### config.mk
export PLATFORM = sky130hd
export DESIGN_NAME = irq_priority_level_regs
export DESIGN_NICKNAME = d
export VERILOG_FILES = /design/src/irq_prio_pkg.sv /design/src/axil_hold.sv /design/src/irq_level_decode.sv /design/src/irq_priority_level_regs.sv
export SDC_FILE = /design/constraint.sdc
export NUM_CORES = 1
export LEC_CHECK = 0
export BUFFER_PORTS_ARGS = -buffer_cell sky130_fd_sc_hd__buf_4
export CAP_MARGIN = 10
export CORE_MARGIN = 4
export CORE_UTILIZATION = 50
export CTS_CLUSTER_SIZE = 40
export DETAILED_ROUTE_END_ITERATION = 10
export PLACE_DENSITY = 0.8
export RECOVER_POWER = 25
export SLEW_MARGIN = 30
export SYNTH_ARGS = -nofsm -noshare
export SYNTH_HDL_FRONTEND = slang
export SYNTH_SLANG_ARGS = --single-unit
### constraint.sdc
create_clock -name aclk -period 4.04 [get_ports aclk]
set_input_delay 0.404 -clock aclk [delete_from_list [all_inputs] [get_ports aclk]]
set_output_delay 0.404 -clock aclk [all_outputs]
set_load 0.05 [all_outputs]
### src/irq_prio_pkg.sv
// Package: map, field layout and types of the interrupt priority-level registers
`default_nettype none
package irq_prio_pkg;
    // ************************************************************
    // Sizes
    // ************************************************************
    localparam int NUM_SRC = 16;
    localparam int NUM_REG = 4;
    localparam int REG_W   = 16;
    localparam int FIELD_W = 2;
    // ************************************************************
    // Register indices; the byte address is four times the index
    // ************************************************************
    localparam logic [1:0] IDX_DEBUG_FIRST    = 2'h0;
    localparam logic [1:0] IDX_DEBUG_SECOND   = 2'h1;
    localparam logic [1:0] IDX_SYSTEM_SOURCES = 2'h2;
    localparam logic [1:0] IDX_PORTS_CAN      = 2'h3;
    localparam int IDX_LSB = 2;
    // ************************************************************
    // Field values and bus answers
    // ************************************************************
    localparam logic [1:0] FIELD_RESET = 2'h0;
    localparam logic [1:0] FIELD_OFF   = 2'h0;
    localparam logic [1:0] RESP_OKAY   = 2'h0;
    localparam logic [1:0] RESP_SLVERR = 2'h2;
    // ************************************************************
    // Sources: register, lowest bit and level mapping of each field
    // ************************************************************
    localparam int SRC_BREAK0    = 0;
    localparam int SRC_STEP      = 1;
    localparam int SRC_RX_FULL   = 2;
    localparam int SRC_TX_EMPTY  = 3;
    localparam int SRC_TRACE     = 4;
    localparam int SRC_FLASH_BE  = 5;
    localparam int SRC_FLASH_CC  = 6;
    localparam int SRC_FLASH_ERR = 7;
    localparam int SRC_PLL       = 8;
    localparam int SRC_LOW_VOLT  = 9;
    localparam int SRC_EXT_B     = 10;
    localparam int SRC_EXT_A     = 11;
    localparam int SRC_PORT_D    = 12;
    localparam int SRC_PORT_E    = 13;
    localparam int SRC_PORT_F    = 14;
    localparam int SRC_CAN_MSG   = 15;
    localparam logic [1:0] SRC_REG [NUM_SRC] = '{
        2'h0, 2'h0, 2'h1, 2'h1, 2'h1, 2'h2, 2'h2, 2'h2,
        2'h2, 2'h2, 2'h2, 2'h2, 2'h3, 2'h3, 2'h3, 2'h3};
    localparam int SRC_LSB [NUM_SRC] = '{
        12, 10, 4, 2, 0, 14, 12, 10, 8, 6, 2, 0, 14, 12, 10, 8};
    // One bit per source: set where the field maps to levels 1..3
    localparam logic [NUM_SRC-1:0] SRC_DEBUG = 16'h001f;
    // Writable bits per register; all others read as zero
    localparam logic [REG_W-1:0] REG_MASK [NUM_REG] = '{
        16'h3c00, 16'h003f, 16'hffcf, 16'hff00};
    // ************************************************************
    // Types
    // ************************************************************
    typedef struct packed {
        logic       active;
        logic [1:0] level;
    } irq_req_s;
    typedef enum logic {
        WR_IDLE = 1'b0,
        WR_RESP = 1'b1
    } wr_state_e;
endpackage : irq_prio_pkg
`default_nettype wire

### src/axil_hold.sv
// One-entry holding slot for an AXI4-Lite address or data channel
`timescale 1ns/1ps
`default_nettype none
module axil_hold #(
    parameter int W = 8
) (
    // Clock and reset
    input  wire logic         aclk,
    input  wire logic         aresetn,
    // Filling side
    input  wire logic         in_valid,
    output logic              in_ready,
    input  wire logic [W-1:0] in_data,
    // Draining side
    output logic              full,
    output logic [W-1:0]      data,
    input  wire logic         take
);
    logic         next_full;
    logic [W-1:0] next_data;

    if (W < 1) begin : g_bad_w
        $error("axil_hold: W must be at least 1");
    end

    // Refuses a new item until the held one is taken, so no item is lost
    assign in_ready = !full;

    always_comb begin
        next_full = full;
        next_data = data;
        if (take) begin
            next_full = 1'b0;
        end
        if (in_valid && in_ready) begin
            next_full = 1'b1;
            next_data = in_data;
        end
    end

    always_ff @(posedge aclk) begin
        if (!aresetn) begin
            full <= 1'b0;
            data <= '0;
        end else begin
            full <= next_full;
            data <= next_data;
        end
    end
endmodule : axil_hold
`default_nettype wire

### src/irq_level_decode.sv
// Turns one source's request and priority field into a tagged request
`timescale 1ns/1ps
`default_nettype none
module irq_level_decode #(
    parameter bit DEBUG_MAP = 1'b0
) (
    // Clock and reset
    input  wire logic                 aclk,
    input  wire logic                 aresetn,
    // Source and its field
    input  wire logic                 request,
    input  wire logic [1:0]           field,
    // Tagged request toward arbitration
    output irq_prio_pkg::irq_req_s    req_out
);
    irq_prio_pkg::irq_req_s next_req;

    always_comb begin
        next_req = '0;
        if (request && field != irq_prio_pkg::FIELD_OFF) begin
            next_req.active = 1'b1;
            if (DEBUG_MAP) begin
                next_req.level = field;
            end else begin
                next_req.level = field - 2'h1;
            end
        end
    end

    always_ff @(posedge aclk) begin
        if (!aresetn) begin
            req_out <= '0;
        end else begin
            req_out <= next_req;
        end
    end
endmodule : irq_level_decode
`default_nettype wire

### src/irq_priority_level_regs.sv
// Priority-level registers for sixteen interrupt sources behind AXI4-Lite
// ************************************************************
// ************************************************************
//
// The AXI4-Lite slave port is this design's own decision.
`timescale 1ns/1ps
`default_nettype none
module irq_priority_level_regs #(
    parameter int AW = 8
) (
    // Clock and reset
    input  wire logic                  aclk,
    input  wire logic                  aresetn,
    // AXI4-Lite write address
    input  wire logic                  awvalid,
    output logic                       awready,
    input  wire logic [AW-1:0]         awaddr,
    input  wire logic [2:0]            awprot,
    // AXI4-Lite write data
    input  wire logic                  wvalid,
    output logic                       wready,
    input  wire logic [31:0]           wdata,
    input  wire logic [3:0]            wstrb,
    // AXI4-Lite write response
    output logic                       bvalid,
    input  wire logic                  bready,
    output logic [1:0]                 bresp,
    // AXI4-Lite read address
    input  wire logic                  arvalid,
    output logic                       arready,
    input  wire logic [AW-1:0]         araddr,
    input  wire logic [2:0]            arprot,
    // AXI4-Lite read data
    output logic                       rvalid,
    input  wire logic                  rready,
    output logic [31:0]                rdata,
    output logic [1:0]                 rresp,
    // Peripheral request lines, one per source
    input  wire logic [15:0]           src_request,
    // Tagged requests toward the core's arbitration
    output irq_prio_pkg::irq_req_s [15:0] irq_req
);
    localparam int NS = irq_prio_pkg::NUM_SRC;
    localparam int FW = irq_prio_pkg::FIELD_W;
    localparam int IL = irq_prio_pkg::IDX_LSB;

    // Address decode needs at least one bit above the word index
    if (AW < 5) begin : g_bad_aw
        $error("irq_priority_level_regs: AW must be at least 5");
    end

    // ************************************************************
    // Write channel capture
    // ************************************************************
    // Address and data are held apart so they may come in either order
    logic                 aw_full;
    logic [AW-1:0]        aw_addr;
    logic                 w_full;
    logic [35:0]          w_word;
    logic                 wr_fire;

    axil_hold #(
        .W (AW)
    ) u_aw_hold (
        .aclk     (aclk),
        .aresetn  (aresetn),
        .in_valid (awvalid),
        .in_ready (awready),
        .in_data  (awaddr),
        .full     (aw_full),
        .data     (aw_addr),
        .take     (wr_fire)
    );

    axil_hold #(
        .W (36)
    ) u_w_hold (
        .aclk     (aclk),
        .aresetn  (aresetn),
        .in_valid (wvalid),
        .in_ready (wready),
        .in_data  ({wstrb, wdata}),
        .full     (w_full),
        .data     (w_word),
        .take     (wr_fire)
    );

    // ************************************************************
    // Write decode
    // ************************************************************
    logic [31:0]          wr_data;
    logic [3:0]           wr_strb;
    logic [1:0]           wr_idx;
    logic                 wr_hit;

    assign wr_data = w_word[31:0];
    assign wr_strb = w_word[35:32];
    assign wr_idx  = aw_addr[IL +: 2];
    // Anything above the four words, or off word alignment, is unmapped
    assign wr_hit  = (aw_addr[AW-1:IL+2] == '0) && (aw_addr[IL-1:0] == '0);

    // ************************************************************
    // Write response state
    // ************************************************************
    irq_prio_pkg::wr_state_e wr_state;
    irq_prio_pkg::wr_state_e next_wr_state;
    logic [1:0]              next_bresp;

    assign wr_fire = (wr_state == irq_prio_pkg::WR_IDLE) && aw_full && w_full;
    assign bvalid  = (wr_state == irq_prio_pkg::WR_RESP);

    always_comb begin
        next_wr_state = wr_state;
        next_bresp    = bresp;
        case (wr_state)
            irq_prio_pkg::WR_IDLE: begin
                if (wr_fire) begin
                    next_wr_state = irq_prio_pkg::WR_RESP;
                    next_bresp    = wr_hit ? irq_prio_pkg::RESP_OKAY : irq_prio_pkg::RESP_SLVERR;
                end
            end
            irq_prio_pkg::WR_RESP: begin
                if (bready) begin
                    next_wr_state = irq_prio_pkg::WR_IDLE;
                end
            end
            default: begin
                next_wr_state = irq_prio_pkg::WR_IDLE;
            end
        endcase
    end

    always_ff @(posedge aclk) begin
        if (!aresetn) begin
            wr_state <= irq_prio_pkg::WR_IDLE;
            bresp    <= irq_prio_pkg::RESP_OKAY;
        end else begin
            wr_state <= next_wr_state;
            bresp    <= next_bresp;
        end
    end

    // ************************************************************
    // Priority fields and per-source decode
    // ************************************************************
    // Only named fields are stored, so reserved bits can never be written
    logic [FW-1:0]        field      [NS];
    logic [FW-1:0]        next_field [NS];

    for (genvar i = 0; i < NS; i++) begin : g_src
        always_comb begin
            next_field[i] = field[i];
            if (wr_fire && wr_hit && wr_idx == irq_prio_pkg::SRC_REG[i]
                && wr_strb[irq_prio_pkg::SRC_LSB[i] / 8]) begin
                next_field[i] = wr_data[irq_prio_pkg::SRC_LSB[i] +: FW];
            end
        end

        always_ff @(posedge aclk) begin
            if (!aresetn) begin
                field[i] <= irq_prio_pkg::FIELD_RESET;
            end else begin
                field[i] <= next_field[i];
            end
        end

        irq_level_decode #(
            .DEBUG_MAP (irq_prio_pkg::SRC_DEBUG[i])
        ) u_dec (
            .aclk    (aclk),
            .aresetn (aresetn),
            .request (src_request[i]),
            .field   (field[i]),
            .req_out (irq_req[i])
        );
    end

    // ************************************************************
    // Read channel
    // ************************************************************
    logic [1:0]           rd_idx;
    logic                 rd_hit;
    logic [15:0]          rd_word;
    logic                 next_rvalid;
    logic [31:0]          next_rdata;
    logic [1:0]           next_rresp;

    assign rd_idx  = araddr[IL +: 2];
    assign rd_hit  = (araddr[AW-1:IL+2] == '0) && (araddr[IL-1:0] == '0);
    // One read in flight; a new address waits until the data is taken
    assign arready = !rvalid;

    always_comb begin
        rd_word = '0;
        for (int k = 0; k < NS; k++) begin
            if (irq_prio_pkg::SRC_REG[k] == rd_idx) begin
                rd_word[irq_prio_pkg::SRC_LSB[k] +: FW] = field[k];
            end
        end
    end

    always_comb begin
        next_rvalid = rvalid;
        next_rdata  = rdata;
        next_rresp  = rresp;
        if (rvalid && rready) begin
            next_rvalid = 1'b0;
        end
        if (arvalid && arready) begin
            next_rvalid = 1'b1;
            next_rdata  = rd_hit ? {16'h0000, rd_word} : 32'h0000_0000;
            next_rresp  = rd_hit ? irq_prio_pkg::RESP_OKAY : irq_prio_pkg::RESP_SLVERR;
        end
    end

    always_ff @(posedge aclk) begin
        if (!aresetn) begin
            rvalid <= 1'b0;
            rdata  <= '0;
            rresp  <= irq_prio_pkg::RESP_OKAY;
        end else begin
            rvalid <= next_rvalid;
            rdata  <= next_rdata;
            rresp  <= next_rresp;
        end
    end

    // ************************************************************
    // Checks
    // ************************************************************
    logic [1:0]           chk_rd_idx;
    logic [2*NS-1:0]      chk_fields;

    always_ff @(posedge aclk) begin
        if (!aresetn) begin
            chk_rd_idx <= '0;
        end else if (arvalid && arready) begin
            chk_rd_idx <= rd_idx;
        end
    end

    always_comb begin
        chk_fields = '0;
        for (int k = 0; k < NS; k++) begin
            chk_fields[k*FW +: FW] = field[k];
        end
    end
endmodule : irq_priority_level_regs
`default_nettype wire

After elaboration in Yosys (flattened, before gate mapping)
Memory sizes are Yosys's and may differ from the RTL's.
Index checks and enable logic that the tools add are counted.
{ "totals": {"register_bits": 130, "latchBits": 0, "ramBits": 32, "mem_bits_ro": 0, "input_bits": 81, "n_memories": 1} }
{ "mem_list": {"columns": ["memory", "words", "width", "rd", "rd_clocked_by_memory_dff", "write_ports", "line", "text"], "rows": [
  ["field", 16, 2, 16, 0, 16, "irq_priority_level_regs.sv:147", "logic [FW-1:0] field [NS];"]
]} }
{ "classes": {"n_addsub": 11, "multipliers": 0, "div_mod_pow": 0, "magnitude_cmp": 0, "eq_ne": 6, "n_shift": 0, "muxes": 77, "n_bitwise": 17, "reduce_logical": 79} }
{ "op_table": {"columns": ["operator", "count"], "rows": [
  ["$mux W2", 50],
  ["$mux W3", 16],
  ["$reduce_bool A2 Y1", 19],
  ["$logic_and A1 B1 Y1", 34],
  ["$reduce_and A2 Y1", 17],
  ["$sub A2 B1 Y2 const B", 11],
  ["$mux W16", 1],
  ["$or A1 B1 Y1", 16],
  ["$mux W1", 9],
  ["$logic_not A2 Y1", 4],
  ["$logic_not A4 Y1", 2],
  ["$eq A2 B2 Y1 const A", 2],
  ["$eq A2 B2 Y1 const B", 2],
  ["$logic_not A1 Y1", 3],
  ["$eq A1 B2 Y1 const A", 1],
  ["$eq A2 B1 Y1 const B", 1],
  ["$pmux W1 S2", 1],
  ["$not A1 Y1", 1]
]} }

Logic depth before layout (Yosys ltp)
Gate-level depths: netlist (run 1).
{ "logic_depth": {"ltp_word": 8, "ltp_mapped": 6} }

Hierarchy
Synthesis (run 1) repeated with hierarchy kept, for this count alone.
{ "unflattened": {"hier_cells": 580, "hier_area_um2": 5909.4} }
{ "by_module_without_submodules": {"columns": ["module", "n_inst", "cells_each", "area_each_um2", "seq_area_each_um2"], "rows": [
  ["irq_priority_level_regs", 1, 250, 2338.5, 1041.0],
  ["axil_hold at u_w_hold", 1, 161, 1508.9, 740.7],
  ["irq_level_decode at g_src[10].u_dec ...", 11, 9, 115.1, 60.1],
  ["irq_level_decode at g_src[0].u_dec ...", 5, 6, 83.8, 60.1],
  ["axil_hold at u_aw_hold", 1, 40, 376.6, 180.2]
]} }

Least setup slack after synthesis (run 1)
No wires, ideal clock.
{ "synth_path": {"path_kind": "register to register", "from": "register wr_state (netlist: bvalid)", "to": "memory field[1][10] (netlist bit)", "setup_ns": 0.129, "arrival_ns": 1.539, "path_slack_ns": 2.372, "stages_incl_launch_ff": 6, "n_path_buf": 2, "path_cell_list": "dfxtp_1 and3b_1 clkbuf_2 nand4_1 clkbuf_1 o21ai_0"} }
{ "synth_rtl": {"columns": ["item", "line", "text"], "rows": [
  ["start, declared", "irq_priority_level_regs.sv:105", "irq_prio_pkg::wr_state_e wr_state;"],
  ["start signal, assigned", "irq_priority_level_regs.sv:135", "wr_state <= irq_prio_pkg::WR_IDLE;"],
  ["start signal, assigned", "irq_priority_level_regs.sv:138", "wr_state <= next_wr_state;"],
  ["end, declared", "irq_priority_level_regs.sv:147", null]
]} }

==> results of run 1 <==
==> critical path, cell delays in order <==
cell and delay (ns):
sky130_fd_sc_hd__clkbuf_2 1.38, sky130_fd_sc_hd__and2_1 0.59, sky130_fd_sc_hd__nand2_1 0.13, sky130_fd_sc_hd__o21ai_1 0.09
==> cells in the mapped netlist (all sizes together) <==
cell    instances  area share, %
clkbuf         18            1.4
o21ai          46            4.8
mux2i          15            3.2
inv            37            2.9
nor4            2           0.89
dfxtp         128             54
nand3          30            3.3
or4             1           0.24
nor4b           1           0.50
or2            10            1.3
o21a            1           0.16
conb            1          0.079
and3b           4           0.74
a21boi         18            2.8
ha             11            2.9
and3           11            1.4
nor2b          17            2.2
and2            1           0.13
nand2          87            7.0
buf            24            3.3
o211a           7            1.5
nand4           4           0.53
nand2b          2           0.26
a22oi           8            1.3
a32oi           4           0.74
nand3b          1           0.16
nor2           29            2.3
==> layout by cell type (no fill, tap or decap), types with 18 or more instances in the layout <==
cell / instances
sky130_fd_sc_hd__conb_1: 18
sky130_fd_sc_hd__o21ai_0: 34
sky130_fd_sc_hd__nand3_1: 29
sky130_fd_sc_hd__buf_4: 126
sky130_fd_sc_hd__nor2_1: 29
sky130_fd_sc_hd__a21boi_0: 18
sky130_fd_sc_hd__dfxtp_1: 128
sky130_fd_sc_hd__nand2_1: 86
sky130_fd_sc_hd__inv_1: 37
==> power by group through the flow <==
stage / clock network [mW] / logic [mW] / registers, mW
6_report: 1.59 / 0.196 / 1.30
5_1_grt: 1.67 / 0.212 / 1.30
4_1_cts: 1.60 / 0.196 / 1.30
3_5_place_dp: 0 / 0.195 / 1.33
3_3_place_gp: 0 / 0.191 / 1.32
2_1_floorplan: 0 / 0.133 / 1.33
==> state kept, by name, indices dropped and copies added, names as in the netlist <==
name	flops
bresp	1
bvalid	1
field	32
g_src.u_dec.req_out	48
rdata	16
rresp	1
rvalid	1
u_aw_hold.data	8
u_aw_hold.full	1
u_w_hold.data	18
u_w_hold.full	1
==> final timing paths <==
path / startpoint / endpoint / slack (ns) / depth (start not counted)
worst min register to register: field[0][10] / g_src[5].u_dec.req_out[0] / 0.44 / 1
worst max-delay path: aresetn / rdata[9] / 1.85 / 4
worst min-delay path: awvalid / u_aw_hold.full / 0.11 / 3
worst max register to register: u_aw_hold.data[1] / field[1][1] / 2.12 / 4
==> layout make-up <==
cell class              count  area, um^2
multi-input cells         328        1900
inverters                  37         139
flip-flops and latches    128        2560
clock buffers              17         414
repair buffers            127         951
well taps                 129         161
fillers                   725        2910
clock inverters            15         206
==> through the flow <==
step	setup slack, ns	util [%]
2_1_floorplan	2.37	-
3_3_place_gp	2.14	61.8
3_5_place_dp	2.05	61.8
4_1_cts	2.15	68.5
5_1_grt	1.61	68.5
6_report	1.85	68.5
==> layer usage <==
layer | share of wire [%] | up-vias
met3 | 5.3 | 18
met1 | 44 | 1768
li1 | - | 1924
met5 | 0 | -
met2 | 49 | 110
met4 | 1.7 | 0
==> cells by family after synthesis <==
family,synth area share (%)
simple gates,21.0
flops,53.9
compound gates,11.3
buf+inv,7.70
mux,3.16
fa+ha+maj,2.89
other cells,0.0788
==> results.ini, run 1 <==
[status]
status = finished, violations left
violated_checks = capacitance limit, slew limit

[setup_path]
endpoint_kind = flip-flop
critical_path_required_ns = 4.47
timing_worst_setup_path_type = input port to flip-flop
critPathArrivalTime_ns = 2.63
critPathMaxFanout = 112
worst_setup_path_start_kind = input port

[routing]
avgRoutedWirePerCell_um = 13.6
post-route-drc-count = 0
num_vias = 3820
drt_pre_antenna_iters = 4
post_drt_via_cell_ratio = 4.89
drt_first_iter_violations = 130
route.antenna.remaining_nets = 0
detail_route.wirelength_mm = 10.7

[sta]
maxClockFrequency_mhz = 456
min_period_ns = 2.19
timing.final.max_slew_violations = 113
fin_crit_share_pct = 54.3
timing.final.setup_violations = 0
tns_ns = 0
worst_clock_skew_ns = 0.00814
maxSlewHeadroom_pct = -34.4
hold_ws_ns = 0.115
finalHoldViolations = 0
setup_repair_after_global_routing_missed_its_margin = false
max_slew.worst_pin.slew_ns = 2.02

[yosys]
synthDistinctLibCells = 33
postSynthRegisterBits = 128
synth_warnings = 0
synth.cell_area_um2 = 4760
post_synth_inst_count = 518
syn-mean-instance-area_um2 = 9.19
synth_sequential_area_ratio_pct = 53.9

[grt]
global_route.peak_usage_layer = met2
globalRouteTotalUtil_pct = 19.5
globalRouteOverflowTotal = 0
grt_pass1_wl_mm = 17.4
global_route.usage.met3_pct = 5.70
initial_antenna_violation_count = 0
grt_pass1_vias = 3805
use_met1_pct = 23.5
met2_resource_use_gr_pct = 32.8
grt_start_max_net_pins = 113

[floorplan]
floorplan.initialDensity_pct = 51.5
core_area_um2 = 9240
dieHeight_um = 106
die_area_um2 = 11100
fp.dieW_um = 106
boundaryPins = 170
site_row_count = 35

[place]
final_wtd_congestion = 0.770
placed_cells_incl_taps = 749
placed_area_um2 = 5710
portBuffers = 127
hpwl_mm = 7.66

[clock_tree]
cts_post_setup_buffers_inserted = 0
tritoncts = built
numCtsBuffers = 17
cts_max_level = 4
clockBufferDepth = 2
cts_root_buffer = sky130_fd_sc_hd__clkbuf_8
cts_hold_buffers = 0
worst_setup_hold_path_clk_slew_ns = 0.06
postCtsResizedCells = 0
clock_insertion_delay_worst_skew_ns = 0.51
cts.sink_count = 128

[power]
power_frac_comb_pct = 6.4
pwr-share-clk_pct = 51.5
vdd_drop_max_mv = 0.284
switching_share_pct = 23.2
report.power.total_mw = 3.08
switchingPower_uw = 714
p_seq_share_pct = 42.1
power_density_nw_per_um2 = 487
internal_power_mw = 2.37
leakage_nw = 2.90

[job]
maxCapViolCount = 1

[final_layout]
post_layout_nonfiller_instances = 781
post_route_cells_drive_above_1_share_pct = 27.0
finish.instance_area_um2 = 6330
area_growth_syn_to_layout_pct = 33.0
antenna_cells = 0
nNetsFinal = 731

[min_path]
worst_hold_path_type = input port to flip-flop

Power figures use the tool's default switching activity.
==> run 2, diff against run 1 <==
- CORE_UTILIZATION: 50 -> 49
- PLACE_DENSITY: 0.8 -> 0.79
- clock period: 4.04 -> 2.05 ns (I/O delays scaled with it)
==> run 2 against run 1 <==
The run now ends clean; setup slack worse by 1.6 ns; wire length up 4.4%; total power up 83%; cell count up 6.0%; via count up 3.7%; sequential cell count unchanged; first-iteration DRC count up 29%; register-to-register slack worse by 1.9 ns; sequential share of layout area down 2.2 points; clock power up 64%; clock skew down 0.00053 ns; combinational power up 130%; critical path type is now flip-flop to flip-flop; highest routed layer unchanged.
==> results.ini, run 2 (synthesis gave the netlist of run 1 again) <==
[clock_tree]
numCtsBuffers = 17  ; unchanged
cts.sink_count = 128  ; unchanged
tritoncts = built
cts_post_setup_buffers_inserted = 0  ; unchanged
clock_insertion_delay_worst_skew_ns = 0.50  ; about the same
cts_max_level = 4  ; unchanged
worst_setup_hold_path_clk_slew_ns = 0.06  ; about the same
clockBufferDepth = 2  ; unchanged
cts_root_buffer = sky130_fd_sc_hd__clkbuf_8

[power]
p_seq_share_pct = 45.5  ; +3.4 points
switchingPower_mw = 1.36  ; +90%
pwr-share-clk_pct = 46.4  ; -5.1 points
report.power.total_mw = 5.62  ; +83%
power_density_nw_per_um2 = 840  ; +73%
internal_power_mw = 4.26  ; +80%
leakage_nw = 3.05  ; +5.1%
switching_share_pct = 24.2  ; +0.98 points
vdd_drop_max_mv = 0.604  ; +110%
power_frac_comb_pct = 8.1  ; +1.7 points

[sta]
max_slew.worst_pin.slew_ns = 0.636  ; -1.38 ns
worst_clock_skew_ns = 0.00760  ; -0.000532 ns
min_period_ns = 1.85
fin_crit_share_pct = 90.3
timing.final.setup_violations = 0  ; unchanged
tns_ns = 0  ; unchanged
setup_repair_after_global_routing_missed_its_margin = false
maxSlewHeadroom_pct = 57.5  ; +92 points
timing.final.max_slew_violations = 0  ; -100%
finalHoldViolations = 0  ; unchanged
setup_ws_ns = 0.199  ; -1.65 ns
maxClockFrequency_mhz = 540
hold_ws_ns = 0.0401  ; -0.0746 ns

[setup_path]
critPathMaxFanout = 7  ; -94%
timing_worst_setup_path_type = flip-flop to flip-flop
endpoint_kind = flip-flop
critPathArrivalTime_ns = 2.25  ; -0.38 ns
worst_setup_path_start_kind = flip-flop
worst-r2r-setup-slack_ns = 0.20  ; -1.92 ns
critical_path_required_ns = 2.45  ; -2.02 ns
worstRegToRegCells = 4  ; unchanged

[final_layout]
mostFrequentLayoutCell = sky130_fd_sc_hd__buf_4
largest_registers = g_src.u_dec.req_out (48), field (32), u_w_hold.data (18)
multi_input_comb_area_um2 = 1890  ; -0.13%
area_growth_syn_to_layout_pct = 40.7
largest-register = g_src.u_dec.req_out
ff_latch_area_um2 = 2560  ; unchanged
antenna_cells = 0  ; unchanged
nFillCells = 680  ; -6.2%
max_ffs_per_register = 48  ; unchanged
final_cell_mix = sky130_fd_sc_hd__buf_4 (129), sky130_fd_sc_hd__dfxtp_1 (128), sky130_fd_sc_hd__nand2_1 (86)
post_route_cells_drive_above_1_share_pct = 25.6  ; -1.4 points
nNetsFinal = 778  ; +6.4%

[place]
place_worst_setup_slack_ns = 0.350  ; -1.70 ns
hpwl_mm = 7.84  ; +2.4%
portBuffers = 127  ; unchanged
final_wtd_congestion = 0.796  ; +3.4%

[floorplan]
die_area_um2 = 11400  ; +1.9%
core_area_um2 = 9330  ; +0.95%
dieHeight_um = 107  ; +0.94%
fp.dieW_um = 107  ; +0.94%
floorplan.initialDensity_pct = 51.0  ; -0.48 points
site_row_count = 35  ; unchanged
boundaryPins = 170  ; unchanged

[routing]
avgRoutedWirePerCell_um = 13.4  ; -1.5%
detailroute.wirelength.met3_um = 699  ; +23%
post_drt_via_cell_ratio = 4.79  ; -2.1%
met2RoutedLength_mm = 5.45  ; +3.9%
drt_pre_antenna_iters = 4  ; unchanged
num_vias = 3963  ; +3.7%
top_layer_used = met4
route.layer.met1.wl_mm = 4.84  ; +3.9%
detail_route.wirelength_mm = 11.1  ; +4.4%
route.antenna.remaining_nets = 0  ; unchanged
post-route-drc-count = 0  ; unchanged
drt_first_iter_violations = 168  ; +29%

[grt]
globalRouteTotalUtil_pct = 20.2  ; +0.70 points
grt_pass1_vias = 3942  ; +3.6%
globalRouteOverflowTotal = 0  ; unchanged
initial_antenna_violation_count = 0  ; unchanged
grt_pass1_wl_mm = 18.1  ; +4.0%
grt_start_max_net_pins = 43  ; -62%

[min_path]
worst_hold_path_type = input port to flip-flop
whs_path_depth = 4  ; +1

[job]
maxCapViolCount = 0  ; -1

[status]
status = finished clean

## run 2: routing by layer
metal / vias up / global-route usage, %
met5: - / 0
met4: 0 / 7.76
met3: 14 / 6.38
met2: 127 / 34.3
met1: 1806 / 23.7
li1: 2016 / -
## run 2: path summary, 6_finish.rpt
path / from / end
worst max-delay path: rvalid / rresp[1]
worst min-delay path: src_request[8] / g_src[8].u_dec.req_out[2]
worst max register to register: rvalid / rresp[1]
worst min register to register: field[0][10] / g_src[5].u_dec.req_out[0]
## run 2: area by class of cell
cell class / count / area share [%]
inverters: 37 / 2.07
well taps: 129 / 2.41
clock buffers: 19 / 6.60
multi-input cells: 328 / 28.3
flip-flops and latches: 128 / 38.3
clock inverters: 13 / 1.35
repair buffers: 174 / 21.0
## run 2: critical path, stage by stage (launching register included)
cell and delay [ns]:
sky130_fd_sc_hd__dfxtp_1 0.34, sky130_fd_sc_hd__nand2b_1 0.20, sky130_fd_sc_hd__nor4_4 0.51, sky130_fd_sc_hd__dlygate4sd3_1 0.64, sky130_fd_sc_hd__nor2_1 0.04
## run 2: what timing repair did
action	in CTS	in global routing
hold buffers	40	0
hold endpoints to repair	50	0
resized for setup	0	0
## run 2: power groups by stage
stage	logic [mW]	registers, mW	clock network [mW]
2_1_floorplan	0.261	2.62	0
3_3_place_gp	0.387	2.61	0
3_5_place_dp	0.394	2.61	0
4_1_cts	0.456	2.56	2.67
5_1_grt	0.491	2.56	2.79
6_report	0.455	2.56	2.61
## run 2: stage by stage
step / util (%) / cells / area [um^2]
after floorplan: - / 535 / 4820
after global placement: 61.9 / 756 / 5770
after detailed placement: 61.9 / 756 / 5770
after CTS: 71.9 / 828 / 6710
after global routing: 71.8 / 828 / 6700
final: 71.8 / 828 / 6700
==> run 3, diff against run 2 <==
- RECOVER_POWER: 25 -> 100
==> run 3 against run 2 <==
Setup slack improved by 0.037 ns; combinational power decreased by 3%; die area is the same; fmax increased by 2.0%; sequential share of layout area is 1.7 points higher; clock power is essentially flat; design area shrank 4.3%; worst hold slack got worse by 0.0042 ns; sequential power about the same; first-iteration DRC count fell by 16%; non-clock buffer count did not move.
==> results.ini, run 3 (synthesis gave the netlist of run 1 again) <==
[sta]
worst_clock_skew_ns = 0.00922  ; +0.00161 ns
maxClockFrequency_mhz = 551  ; +2.0%
tns_ns = 0  ; unchanged
finalHoldViolations = 0  ; unchanged
fin_crit_share_pct = 88.5  ; -1.8 points
timing.final.max_slew_violations = 0  ; unchanged
timing.final.setup_violations = 0  ; unchanged
setup_repair_after_global_routing_missed_its_margin = false
max_slew.worst_pin.slew_ns = 0.646  ; +0.00970 ns
setup_ws_ns = 0.235  ; +0.0366 ns
hold_ws_ns = 0.0358  ; -0.00424 ns
min_period_ns = 1.81  ; -0.0366 ns
maxSlewHeadroom_pct = 56.9  ; -0.54 points

[setup_path]
critPathMaxFanout = 7  ; unchanged
endpoint_kind = flip-flop
critical_path_buf_inv_count = 1  ; unchanged
worst_setup_path_start_kind = flip-flop
worst-r2r-setup-slack_ns = 0.24  ; +0.04 ns
timing_worst_setup_path_type = flip-flop to flip-flop
path_delay_family = simple AND/OR/NAND/NOR gates
worstRegToRegCells = 4  ; unchanged
critPathArrivalTime_ns = 2.22  ; -0.03 ns
worst_r2r_endpoint = rresp[1]
cpMaxStageDelayCell = sky130_fd_sc_hd__dlygate4sd3_1
critical_path_required_ns = 2.45  ; about the same
worstPathCellList = nand2b_1 > nor4_4 > dlygate4sd3_1 > nor2_1
critical_register_to_register_path_startpoint = rvalid
worst_setup_path_startpoint = rvalid
critical-path-max-stage-delay_ns = 0.63  ; about the same

[final_layout]
largest_registers = g_src.u_dec.req_out (48), field (32), u_w_hold.data (18)
mostFrequentLayoutCell = sky130_fd_sc_hd__dfxtp_1
post_layout_nonfiller_instances = 828  ; unchanged
largest-register = g_src.u_dec.req_out
final_cell_mix = sky130_fd_sc_hd__dfxtp_1 (128), sky130_fd_sc_hd__nand2_1 (86), sky130_fd_sc_hd__clkbuf_1 (79)
nNetsFinal = 778  ; unchanged
post_route_cells_drive_above_1_share_pct = 14.6  ; -11 points
antenna_cells = 0  ; unchanged
finish.instance_area_um2 = 6400  ; -4.3%
max_ffs_per_register = 48  ; unchanged
nFillCells = 771  ; +13%
area_growth_syn_to_layout_pct = 34.6

[status]
status = finished clean

[job]
maxCapViolCount = 0  ; unchanged

[clock_tree]
cts_max_level = 4  ; unchanged
clockBufferDepth = 2  ; unchanged
numCtsBuffers = 17  ; unchanged
cts_root_buffer = sky130_fd_sc_hd__clkbuf_8
tritoncts = built
cts.sink_count = 128  ; unchanged
postCtsResizedCells = 0  ; unchanged
clock_insertion_delay_worst_skew_ns = 0.51  ; about the same
worst_setup_hold_path_clk_slew_ns = 0.06  ; about the same

[power]
power_density_nw_per_um2 = 877  ; +4.4%
leakage_nw = 2.73  ; -10%
vdd_drop_max_mv = 0.607  ; +0.51%

[routing]
route.antenna.remaining_nets = 0  ; unchanged
post_drt_via_cell_ratio = 4.78  ; -0.13%
avgRoutedWirePerCell_um = 13.5  ; +0.29%
detail_route.wirelength_mm = 11.2  ; +0.29%
num_vias = 3958  ; -0.13%
drt_first_iter_violations = 141  ; -16%
drt_pre_antenna_iters = 4  ; unchanged
post-route-drc-count = 0  ; unchanged

[place]
final_wtd_congestion = 0.796  ; unchanged
placed_area_um2 = 5770  ; unchanged
placed_cells_incl_taps = 756  ; unchanged
hpwl_mm = 7.84  ; unchanged
portBuffers = 127  ; unchanged
place_worst_setup_slack_ns = 0.350  ; unchanged

[grt]
grt_pass1_vias = 3942  ; unchanged
grt_start_max_net_pins = 43  ; unchanged
grt_pass1_wl_mm = 18.1  ; unchanged
globalRouteTotalUtil_pct = 20.2  ; unchanged
globalRouteOverflowTotal = 0  ; unchanged
initial_antenna_violation_count = 0  ; unchanged

[floorplan]
floorplan.initialDensity_pct = 51.0  ; unchanged
core_area_um2 = 9330  ; unchanged
boundaryPins = 170  ; unchanged
fp.dieW_um = 107  ; unchanged
dieHeight_um = 107  ; unchanged
site_row_count = 35  ; unchanged
die_area_um2 = 11400  ; unchanged

[min_path]
whs_endpoint = g_src[8].u_dec.req_out[2]
hold_path.startpoint = src_request[8]
whs_path_depth = 4  ; unchanged
worst_hold_path_type = input port to flip-flop

-- run 3: worst max-delay path by stage --
stage                   endpoint  slack (ns)  cells after the start
floorplan           field[1][10]        0.38                      5
global placement       rdata[15]        0.41                      5
detailed placement     rdata[14]        0.35                      5
CTS                     rresp[1]        0.23                      4
global route            rresp[1]        0.13                      4
finish                  rresp[1]        0.24                      4
-- run 3: stage by stage --
step | util [%] | power (mW)
floorplan | - | 2.88
global placement | 61.9 | 3.00
detailed placement | 61.9 | 3.01
CTS | 71.9 | 5.68
global route | 68.7 | 5.83
finish | 68.7 | 5.61
-- run 3: tightest hold or removal path: stages --
cell,delay (ns)
sky130_fd_sc_hd__buf_4,0.11
sky130_fd_sc_hd__nand2_1,0.04
sky130_fd_sc_hd__or2_2,0.11
sky130_fd_sc_hd__inv_1,0.03
-- run 3: power by group --
group | internal [mW] | switching [mW]
registers | 2.53 | 0.0290
logic | 0.181 | 0.260
clock network | 1.54 | 1.07
-- run 3: layout make-up --
type                       instances  area (um^2)  share of cell area (%)
sequential                       128         2560                    40.0
multi-input combinational        328         1890                    29.5
timing repair buffer             174         1120                    17.5
clock buffer                      19          442                    6.90
tap                              129          161                    2.52
inverter                          37          139                    2.17
clock inverter                    13         90.1                    1.41
-- run 3: routing by layer --
layer,vias up,global-route usage (%),wire length [um]
li1,2021,-,-
met1,1801,23.7,4940
met2,122,34.3,5370
met3,14,6.38,704
met4,0,7.76,146
met5,-,0,0
-- run 3: what timing repair did --
action	in CTS	in global routing
endpoints found under the hold margin	50	0
setup buffers	0	0
hold buffers	40	0
